## config.mk

```make
export PLATFORM = sky130hd
export DESIGN_NAME = gpp_port
export DESIGN_NICKNAME = d
export VERILOG_FILES = /design/src/gpp_pkg.sv /design/src/gpp_change_detect.sv /design/src/gpp_pin_drive.sv /design/src/gpp_port.sv
export SDC_FILE = /design/constraint.sdc
export NUM_CORES = 1
export LEC_CHECK = 0
export BUFFER_PORTS_ARGS = -buffer_cell sky130_fd_sc_hd__buf_4
export CAP_MARGIN = 20
export CORE_UTILIZATION = 48
export CTS_BUF_LIST = sky130_fd_sc_hd__clkbuf_4 sky130_fd_sc_hd__clkbuf_8
export DETAILED_ROUTE_END_ITERATION = 12
export PLACE_DENSITY = 0.67
export SKIP_LAST_GASP = 1
export SYNTH_ARGS = -nofsm -noshare
export SYNTH_HDL_FRONTEND = slang
export SYNTH_SLANG_ARGS = --single-unit
export TNS_END_PERCENT = 50
```

## constraint.sdc

```tcl
create_clock -name clk -period 3.85 [get_ports clk]
set_input_delay 0 -clock clk [delete_from_list [all_inputs] [get_ports clk]]
set_output_delay 0 -clock clk [all_outputs]
set_load 0.01 [all_outputs]
```

## src/gpp_pkg.sv

```systemverilog
// Constants, codes and helpers shared by the general purpose port.
package gpp_pkg;

  localparam int GPP_WIDTH = 16;

  typedef logic [GPP_WIDTH-1:0] gpp_word_t;

  // Reset values
  localparam gpp_word_t GPP_DIR_RST = 16'hFFFF;
  localparam gpp_word_t GPP_ANSEL_RST = 16'hFFFF;
  localparam gpp_word_t GPP_ZERO_RST = 16'h0000;

  // Register select codes on the access port
  localparam logic [3:0] GPP_REG_DIR = 4'h0;
  localparam logic [3:0] GPP_REG_LAT = 4'h1;
  localparam logic [3:0] GPP_REG_PIN = 4'h2;
  localparam logic [3:0] GPP_REG_ODC = 4'h3;
  localparam logic [3:0] GPP_REG_ANSEL = 4'h4;
  localparam logic [3:0] GPP_REG_CNEN = 4'h5;
  localparam logic [3:0] GPP_REG_CNSTAT = 4'h6;
  localparam logic [3:0] GPP_REG_PU = 4'h7;
  localparam logic [3:0] GPP_REG_PD = 4'h8;
  localparam logic [3:0] GPP_REG_CNCON = 4'h9;

  // Access kinds: base register or one of its aliases
  localparam logic [1:0] GPP_OP_BASE = 2'h0;
  localparam logic [1:0] GPP_OP_CLR = 2'h1;
  localparam logic [1:0] GPP_OP_SET = 2'h2;
  localparam logic [1:0] GPP_OP_INV = 2'h3;

  // Change notice control: module on bit
  localparam int GPP_CNCON_ON_BIT = 15;
  localparam gpp_word_t GPP_CNCON_MASK = 16'h8000;

  // Value after a write of the given kind; only ones in data act on aliases
  function automatic gpp_word_t gpp_apply(input gpp_word_t old_val,
                                          input gpp_word_t data,
                                          input logic [1:0] op);
    gpp_word_t res;
    res = old_val;
    case (op)
      GPP_OP_BASE: res = data;
      GPP_OP_CLR: res = old_val & ~data;
      GPP_OP_SET: res = old_val | data;
      default: res = old_val ^ data;
    endcase
    return res;
  endfunction : gpp_apply

endpackage : gpp_pkg

```

## src/gpp_change_detect.sv

```systemverilog
// Change notification: per-pin reference, sticky status and request.
`timescale 1ns/1ps
module gpp_change_detect (
  input wire logic clk,
  input wire logic rst_n,
  input wire gpp_pkg::gpp_word_t pin_now,
  input wire gpp_pkg::gpp_word_t pin_raw,
  input wire logic capture,
  input wire gpp_pkg::gpp_word_t enable,
  input wire logic module_on,
  output gpp_pkg::gpp_word_t status,
  output logic change_irq
);
  import gpp_pkg::*;

  gpp_word_t reference;
  wire gpp_word_t diff;
  wire gpp_word_t raw_diff;
  wire gpp_word_t next_status;
  wire gpp_word_t next_reference;

  // Against the reference kept after this edge, so a read clears its report
  assign diff = pin_now ^ next_reference;
  // Raw compare needs no clock, so a change still wakes the core in sleep
  assign raw_diff = pin_raw ^ reference;
  // A read clears every flag; diff is zero in that cycle
  assign next_status = (capture ? GPP_ZERO_RST : status) | diff;
  assign next_reference = capture ? pin_now : reference;
  assign change_irq = module_on & |((status | raw_diff) & enable);

  always_ff @(posedge clk or negedge rst_n) begin
    if (!rst_n) begin
      reference <= GPP_ZERO_RST;
      status <= GPP_ZERO_RST;
    end else begin
      reference <= next_reference;
      status <= next_status;
    end
  end

endmodule : gpp_change_detect

```

## src/gpp_pin_drive.sv

```systemverilog
// Pad drive logic: direction and open-drain control per pin.
`timescale 1ns/1ps
module gpp_pin_drive (
  input wire gpp_pkg::gpp_word_t direction,
  input wire gpp_pkg::gpp_word_t latch,
  input wire gpp_pkg::gpp_word_t open_drain,
  output logic [gpp_pkg::GPP_WIDTH-1:0] pin_out,
  output logic [gpp_pkg::GPP_WIDTH-1:0] pin_oe_n
);
  import gpp_pkg::*;

  wire gpp_word_t drive_on;
  wire gpp_word_t od_release;

  // Open-drain pins float instead of driving a one
  assign od_release = open_drain & latch;
  // Direction one means input, driver off
  assign drive_on = ~direction & ~od_release;
  // Open-drain pins only ever pull low
  assign pin_out = latch & ~open_drain;
  assign pin_oe_n = ~drive_on;

endmodule : gpp_pin_drive

```

## src/gpp_port.sv

```systemverilog
// General purpose port: register store, readback and pin control.
`timescale 1ns/1ps
// Operation
// Direction one is input, zero drives latch
// Reset sets all direction bits: inputs
// Latch reads latch, writes update latch
// Pin register reads pins, writes go latch
// Open-drain bit: drive low only, float high
// Analog select resets to all ones
// Software clears analog bit before digital use
// Analog input needs analog and direction set
// Analog input pins read back as zero
// Master waits one cycle before port read
// Change detect works in sleep, raises request
// Per-pin change interrupt enable bits
// Status flags change since last pin read
// Independent per-pin pull-up and pull-down enables
// Clear, set, invert aliases touch ones only
// Alias reads undefined; read the base
// Software keeps pulls off on outputs
// Capture on read, compare, flag differences
module gpp_port (
  input wire logic clk,
  input wire logic rst_n,
  input wire logic acc_wr,
  input wire logic acc_rd,
  input wire logic [3:0] acc_sel,
  input wire logic [1:0] acc_op,
  input wire gpp_pkg::gpp_word_t acc_wdata,
  output gpp_pkg::gpp_word_t acc_rdata,
  output logic acc_rvalid,
  input wire gpp_pkg::gpp_word_t pin_in,
  output logic [gpp_pkg::GPP_WIDTH-1:0] pin_out,
  output logic [gpp_pkg::GPP_WIDTH-1:0] pin_oe_n,
  output gpp_pkg::gpp_word_t pull_up_en,
  output gpp_pkg::gpp_word_t pull_down_en,
  output gpp_pkg::gpp_word_t analog_en,
  output logic change_irq
);
  import gpp_pkg::*;

  gpp_word_t direction_reg;
  gpp_word_t output_latch_reg;
  gpp_word_t open_drain_ctl_reg;
  gpp_word_t analog_select_reg;
  gpp_word_t change_irq_enable_reg;
  gpp_word_t pull_up_enable_reg;
  gpp_word_t pull_down_enable_reg;
  gpp_word_t change_notice_control_reg;
  gpp_word_t pin_sample;
  gpp_word_t change_status_reg;
  gpp_word_t read_mux;

  wire gpp_word_t pin_level_reg;
  wire gpp_word_t analog_input;
  wire gpp_word_t next_direction;
  wire gpp_word_t next_latch;
  wire gpp_word_t next_odc;
  wire gpp_word_t next_ansel;
  wire gpp_word_t next_cnen;
  wire gpp_word_t next_pu;
  wire gpp_word_t next_pd;
  wire gpp_word_t next_cncon;
  wire logic wr_dir;
  wire logic wr_lat;
  wire logic wr_odc;
  wire logic wr_ansel;
  wire logic wr_cnen;
  wire logic wr_pu;
  wire logic wr_pd;
  wire logic wr_cncon;
  wire logic pin_read;
  wire logic cn_on;

  // Write strobes per register
  assign wr_dir = acc_wr && acc_sel == GPP_REG_DIR;
  // Pin register writes land in the latch
  assign wr_lat = acc_wr &&
                  (acc_sel == GPP_REG_LAT || acc_sel == GPP_REG_PIN);
  assign wr_odc = acc_wr && acc_sel == GPP_REG_ODC;
  assign wr_ansel = acc_wr && acc_sel == GPP_REG_ANSEL;
  assign wr_cnen = acc_wr && acc_sel == GPP_REG_CNEN;
  assign wr_pu = acc_wr && acc_sel == GPP_REG_PU;
  assign wr_pd = acc_wr && acc_sel == GPP_REG_PD;
  assign wr_cncon = acc_wr && acc_sel == GPP_REG_CNCON;

  // Base writes and alias writes share one helper
  assign next_direction = gpp_apply(direction_reg, acc_wdata, acc_op);
  assign next_latch = gpp_apply(output_latch_reg, acc_wdata, acc_op);
  assign next_odc = gpp_apply(open_drain_ctl_reg, acc_wdata, acc_op);
  assign next_ansel = gpp_apply(analog_select_reg, acc_wdata, acc_op);
  assign next_cnen = gpp_apply(change_irq_enable_reg, acc_wdata, acc_op);
  assign next_pu = gpp_apply(pull_up_enable_reg, acc_wdata, acc_op);
  assign next_pd = gpp_apply(pull_down_enable_reg, acc_wdata, acc_op);
  // Only the on bit is implemented
  assign next_cncon = gpp_apply(change_notice_control_reg, acc_wdata,
                                acc_op) & GPP_CNCON_MASK;

  // Analog inputs need both bits, software keeps to that
  assign analog_input = analog_select_reg & direction_reg;
  assign pin_level_reg = pin_sample & ~analog_input;
  // Only a base read of the pin register restarts change tracking
  assign pin_read = acc_rd && acc_sel == GPP_REG_PIN &&
                    acc_op == GPP_OP_BASE;
  assign cn_on = change_notice_control_reg[GPP_CNCON_ON_BIT];

  assign pull_up_en = pull_up_enable_reg;
  assign pull_down_en = pull_down_enable_reg;
  // Digital use needs this bit cleared by software first
  assign analog_en = analog_select_reg;

  // Read selection; aliases answer zero, an arbitrary stand-in
  always_comb begin
    read_mux = GPP_ZERO_RST;
    if (acc_op != GPP_OP_BASE) begin
      read_mux = GPP_ZERO_RST;
    end else if (acc_sel == GPP_REG_DIR) begin
      read_mux = direction_reg;
    end else if (acc_sel == GPP_REG_LAT) begin
      read_mux = output_latch_reg;
    end else if (acc_sel == GPP_REG_PIN) begin
      read_mux = pin_level_reg;
    end else if (acc_sel == GPP_REG_ODC) begin
      read_mux = open_drain_ctl_reg;
    end else if (acc_sel == GPP_REG_ANSEL) begin
      read_mux = analog_select_reg;
    end else if (acc_sel == GPP_REG_CNEN) begin
      read_mux = change_irq_enable_reg;
    end else if (acc_sel == GPP_REG_CNSTAT) begin
      read_mux = change_status_reg;
    end else if (acc_sel == GPP_REG_PU) begin
      read_mux = pull_up_enable_reg;
    end else if (acc_sel == GPP_REG_PD) begin
      read_mux = pull_down_enable_reg;
    end else if (acc_sel == GPP_REG_CNCON) begin
      read_mux = change_notice_control_reg;
    end else begin
      read_mux = GPP_ZERO_RST;
    end
  end

  // Pins are sampled once; a read sees levels one cycle old
  always_ff @(posedge clk or negedge rst_n) begin
    if (!rst_n) begin
      pin_sample <= GPP_ZERO_RST;
    end else begin
      pin_sample <= pin_in;
    end
  end

  // Reset leaves every pin an input
  always_ff @(posedge clk or negedge rst_n) begin
    if (!rst_n) begin
      direction_reg <= GPP_DIR_RST;
    end else if (wr_dir) begin
      direction_reg <= next_direction;
    end
  end

  always_ff @(posedge clk or negedge rst_n) begin
    if (!rst_n) begin
      output_latch_reg <= GPP_ZERO_RST;
    end else if (wr_lat) begin
      output_latch_reg <= next_latch;
    end
  end

  always_ff @(posedge clk or negedge rst_n) begin
    if (!rst_n) begin
      open_drain_ctl_reg <= GPP_ZERO_RST;
    end else if (wr_odc) begin
      open_drain_ctl_reg <= next_odc;
    end
  end

  // Shared pins come up analog until software frees them
  always_ff @(posedge clk or negedge rst_n) begin
    if (!rst_n) begin
      analog_select_reg <= GPP_ANSEL_RST;
    end else if (wr_ansel) begin
      analog_select_reg <= next_ansel;
    end
  end

  always_ff @(posedge clk or negedge rst_n) begin
    if (!rst_n) begin
      change_irq_enable_reg <= GPP_ZERO_RST;
    end else if (wr_cnen) begin
      change_irq_enable_reg <= next_cnen;
    end
  end

  // Pulls stay under software control even on outputs
  always_ff @(posedge clk or negedge rst_n) begin
    if (!rst_n) begin
      pull_up_enable_reg <= GPP_ZERO_RST;
    end else if (wr_pu) begin
      pull_up_enable_reg <= next_pu;
    end
  end

  always_ff @(posedge clk or negedge rst_n) begin
    if (!rst_n) begin
      pull_down_enable_reg <= GPP_ZERO_RST;
    end else if (wr_pd) begin
      pull_down_enable_reg <= next_pd;
    end
  end

  always_ff @(posedge clk or negedge rst_n) begin
    if (!rst_n) begin
      change_notice_control_reg <= GPP_ZERO_RST;
    end else if (wr_cncon) begin
      change_notice_control_reg <= next_cncon;
    end
  end

  always_ff @(posedge clk or negedge rst_n) begin
    if (!rst_n) begin
      acc_rdata <= GPP_ZERO_RST;
      acc_rvalid <= 1'b0;
    end else begin
      acc_rvalid <= acc_rd;
      if (acc_rd) begin
        acc_rdata <= read_mux;
      end
    end
  end

  gpp_pin_drive u_drive (
    .direction(direction_reg),
    .latch(output_latch_reg),
    .open_drain(open_drain_ctl_reg),
    .pin_out(pin_out),
    .pin_oe_n(pin_oe_n)
  );

  gpp_change_detect u_change (
    .clk(clk),
    .rst_n(rst_n),
    .pin_now(pin_sample),
    .pin_raw(pin_in),
    .capture(pin_read),
    .enable(change_irq_enable_reg),
    .module_on(cn_on),
    .status(change_status_reg),
    .change_irq(change_irq)
  );

endmodule : gpp_port

```

* After elaboration in Yosys (flattened, before gate mapping)
Index checks and enable logic that the tools add are counted.
** Cells by class
- Equality and inequality tests :: 11
- Muxes and demuxes :: 21
- Bitwise operators :: 41
- Reductions and logical operators :: 15
** Operator list (number)
- $pmux 16 s3 :: 8
- $and 16x16->16 :: 14
- $mux 16 :: 13
- $or 16x16->16 :: 10
- $xor 16x16->16 :: 10
- $not 16->16 :: 6
- $eq 4x3->1 const B :: 4
- $reduce_or 16->1 :: 1
- $logic_and 1x1->1 :: 10
- $eq 4x2->1 const B :: 2
- $eq 4x4->1 const B :: 2
- $eq 4x1->1 const B :: 1
- $logic_not 4->1 :: 1
- $eq 2x1->1 const B :: 1
- $eq 2x2->1 const B :: 1
- $logic_not 2->1 :: 1
- $reduce_bool 2->1 :: 1
- $and 1x1->1 :: 1
- $logic_or 1x1->1 :: 1
** Word-level totals
- Register bits :: 178
- Output and inout bits :: 98
- Word-level logic and storage cells :: 101

* Logic depth before layout (Yosys ltp)
- Depth in word-level cells :: 12
- Mapped depth :: 8
- Gate-level depth less buffers :: 5

* By module
A second synthesis with hierarchy kept.
** Second synthesis, totals
- Cell total of the unflattened synthesis :: 1838
- Area, all modules :: 15190.8 µm²
** Modules (own cells, without submodules)
- gpp_port :: times used 1, cells an instance 1670, area an instance 13457.9 µm², sequential area each 3693.5 µm²
- gpp_change_detect :: times used 1, cells an instance 136, area an instance 1512.7 µm², sequential area each 800.8 µm²
- gpp_pin_drive :: times used 1, cells an instance 32, area an instance 220.2 µm², sequential area each 0.0 µm²

* Worst setup path after synthesis
No wires, ideal clock.
- Path type :: reg2reg
- From :: register analog_select_reg[5], in the netlist analog_en[5]
- To :: register analog_select_reg[5], in the netlist analog_en[5]
- Setup time :: 0.089 ns
- Arrival :: 1.394 ns
- Path slack :: 2.367 ns
- Stages on the path, launching flop included :: 6
- Period minus slack after synthesis :: 1.483 ns
- Cell sequence :: dfstp_2 -> inv_1 -> ha_1 -> mux2_2 -> a211oi_1 -> a21oi_1
** Between the ends
- Word-level cells in the longest chain between the ends :: 2
- Elaborated cells between the ends (all ways) :: 4
- Those cells by class :: mux: 1; bitwise: 3
** RTL lines
- from (decl) :: RTL line gpp_port.sv:45 : gpp_word_t analog_select_reg;
- from (signal assigned) :: RTL line gpp_port.sv:181 : analog_select_reg <= next_ansel;
- $xor 16x16->16 (tied with other cells) :: RTL line gpp_pkg.sv:45 : default: res = old_val ^ data;
- $pmux 16 s3 (*) :: RTL line gpp_pkg.sv:41 : case (op)
Every way passes the cells marked *; elsewhere a longest branch is shown, timed or not.
A chain may end at the register's enable or synchronous reset.

* Worst setup path after layout
- From :: register u_change.reference[11]
- To :: output port change_irq
** Between the ends
- Word-level cells in the longest chain between the ends :: 5
** RTL lines
- from (decl) :: RTL line gpp_change_detect.sv:16 : gpp_word_t reference;
- from (signal assigned) :: RTL line gpp_change_detect.sv:36 : reference <= next_reference;
- $xor 16x16->16 :: RTL line gpp_change_detect.sv:25 : assign raw_diff = pin_raw ^ reference;
- $or 16x16->16 :: RTL line gpp_change_detect.sv:29 : assign change_irq = module_on & |((status | raw_diff) & enable);
- $and 16x16->16 :: RTL line gpp_change_detect.sv:29
- $reduce_or 16->1 :: RTL line gpp_change_detect.sv:29
- $and 1x1->1 :: RTL line gpp_change_detect.sv:29
- to (decl) :: RTL line gpp_port.sv:38 : output logic change_irq
No other way between the ends.

==> impl_results.md <==
* Outcome: complete, no violations
* H-tree levels at 4
* # fillers at 2699
* CP Class: flop to output pin
* Cell row count at 63
* Overall Power at 6617 uW
* Cell area after layout at 0.01660 mm2
* Via/cell ratio at 6.182
* WP buf/inv at 1
* Switching Share at 40.26%
* Worst Path Max Fanout at 3
* Pre-antenna DRT Iters at 7
* Clock share of power at 20.2%
* Storage element area at 0.004494 mm2
* Die area at 0.03146 mm2
* Largest net degree at the start of global routing at 177
* # diodes at 0
* Pleak at 0.007724 uW
* Min Hold Slack at 0.07277 ns
* Register area share after synthesis at 30.45%
* Synthesized cell area at 0.01476 mm2
* Slowest cell on crit path: dfrtp_1
* Synth-to-Final Area Change at 12.44%
* Area of the multi-input gates at 0.009246 mm2
* Synth Register Bits at 178
* Core area at 0.02995 mm2
* PwrDens at 398.7 mW/mm2
* Vias at 12770
* Setup bufs post-CTS at 0
* Startpoint class of the critical path: flop
* Yosys warnings at 0
* Delay of the slowest cell on the worst path at 0.43 ns
* Mean routed wirelength per cell at 22.79 um
* Clock Latency Late Sink at 0.52 ns
* Crit path arrival time at 2.16 ns
* Ys async rst share at 100.0%
* Worst Tran Pin Value at 0.9979 ns
* I/O Buffers at 139
* CTS Hold Bufs at 19
* CTS tree: built
* Fin. Hold Viols at 0
* CP endpoint kind: output pin
* Critical path cell sequence: xor2_1, o21ai_0, nand4_1, nor4_1, nor2_1, buf_4
* Clk root buf: clkbuf_8
* Layout Nets at 1933
* Setup TNS at 0 ns
* Comb power frac at 36.5%
* Die width at 177.4 um
* # DRC at 0
* Initial antenna violation count at 1
* Mean Syn Cell Area at 9.384 um2
* TritonCTS Sinks at 178
* Max-cap violation count at 0
* Peak supply drop at 0.2249 mV
* RSZ-0062 raised after global routing: false
* Main synth FF type: dfrtp_1
* Switching power total at 2664 uW
* All-Layer GR Usage at 30.37%
* Pint at 3953 uW
* Cts bufs inserted at 17
* Commonest non-fill, non-tap cell in the layout: ha_1
* First-pass GRT wire length at 71850 um
* Tcrit/Tclk final at 56.13%
* Initial drt markers at 1220
* Detailed Route WL at 47090 um
* Clock Skews at 0.02498 ns
* Boundary Pins at 140
* Die height at 177.4 um
* HP Class: input pin to flop
* DP HPWL at 32950 um
* ANT nets after route at 0
* Register clock-pin slew on the reported worst setup and hold paths at 0.10 ns
* Worst path top cell family by delay: simple AND/OR/NAND/NOR gates
* Share of cells above drive strength 1 at 22.26%
* Post-synth cell types at 53
* Post-Synthesis Cells at 1573
* Number of global-route vias before repair at 12400
* Grt total ovfl at 0
* Fmax at 462.8 MHz
* Mapped Nets at 1841
* Final Setup Violations at 0
* Initial core utilization at 49.28%
* Longest Clk Path Bufs at 2
* Share of power burned in registers at 43.3%
* Slew Limit Fails at 0
* Routability Congestion at 0.9334
* Final min period at 2.161 ns
* Relative slew slack at 33.23%
* EDFF count, synth at 0
* # resized after CTS at 0
* Cell Area, Placed at 0.01599 mm2
* Worst Path Required at 3.85 ns
* Commonest cells after routing, fill and taps aside: ha_1, a21oi_1, a211oi_1
## metrics by stage
stage                     worst slack [ns]  util [%]  cells
after floorplan                      2.367         -   1573
after global placement               1.604     53.40   2015
after detailed placement             1.542     53.40   2015
after CTS                            1.718     55.28   2064
after global routing                 1.548     55.41   2066
final                                1.689     55.41   2066
## worst min-delay path, cell delays in order
cell and delay (ns):
buf_4 0.15, nand2_1 0.11, nor2_2 0.12, a21oi_1 0.14
## kinds of logic (layout without fill, tap and decap cells)
group           after synthesis  after routing  share of synthesized area, %
compound gates              560            560                         24.05
buf+inv                     244            347                         6.993
fa+ha+maj                   226            226                         19.16
simple gates                194            194                         6.595
flops                       178            178                         30.45
mux                         139            139                         10.86
xor+xnor                     32             32                         1.899
## cells in the mapped netlist (all sizes together) (3+ instances only)
library cell | instances | area share (%)
nand2b | 24 | 1.1
o21bai | 8 | 0.43
inv | 136 | 3.5
nor3 | 5 | 0.31
o32ai | 7 | 0.42
a21boi | 15 | 0.76
dfrtp | 146 | 25
buf | 68 | 2.5
o22ai | 15 | 0.64
a221oi | 9 | 0.53
a31oi | 8 | 0.34
nor2b | 14 | 0.61
ha | 226 | 19
a21oi | 198 | 6.7
o221ai | 9 | 0.53
dfstp | 32 | 5.7
o21ai | 67 | 2.3
clkbuf | 40 | 1.0
xor2 | 32 | 1.9
a22oi | 21 | 1.1
nand2 | 11 | 0.30
nor2 | 117 | 3.0
nand3 | 3 | 0.10
nand4 | 5 | 0.21
a211oi | 177 | 9.0
o21a | 25 | 1.3
mux2 | 139 | 11
## power groups by stage
stage	logic, uW	clock network [uW]	registers, uW
floorplan	1490	0	2660
global placement	2250	0	2880
detailed placement	2370	0	2880
CTS	2410	1340	2850
global route	2720	1410	2900
finish	2410	1340	2870
## layer usage
metal | track usage, % | part of all wire [%] | vias to the layer above
met1 | 39.68 | 42 | 6322
met2 | 49.01 | 47 | 479
met3 | 4.906 | 6.4 | 106
met5 | 0 | 0 | -
met4 | 14.21 | 4.5 | 0
li1 | - | - | 5864
## final timing paths
path | start | to | slack, ns | depth (start not counted)
min in group asynchronous | rst_n | open_drain_ctl_reg[15] | 0.47 | 3
max in group asynchronous | rst_n | analog_en[14] | 2.27 | 5
min reg2reg | u_change.status[3] | u_change.status[3] | 0.53 | 1
max reg2reg | direction_reg[15] | acc_rdata[15] | 2.19 | 5
min | acc_wr | change_irq_enable_reg[7] | 0.07 | 4
max | u_change.reference[11] | change_irq | 1.69 | 6
## layout make-up
| type | count | area share [%] |
|---|---|---|
| multi-input combinational | 1151 | 55.71 |
| sequential | 178 | 27.08 |
| timing repair buffer | 181 | 8.934 |
| inverter | 136 | 3.076 |
| tap | 390 | 2.940 |
| clock buffer | 20 | 1.621 |
| clock inverter | 10 | 0.6333 |
Note: power is estimated with default switching activity, not from simulation.
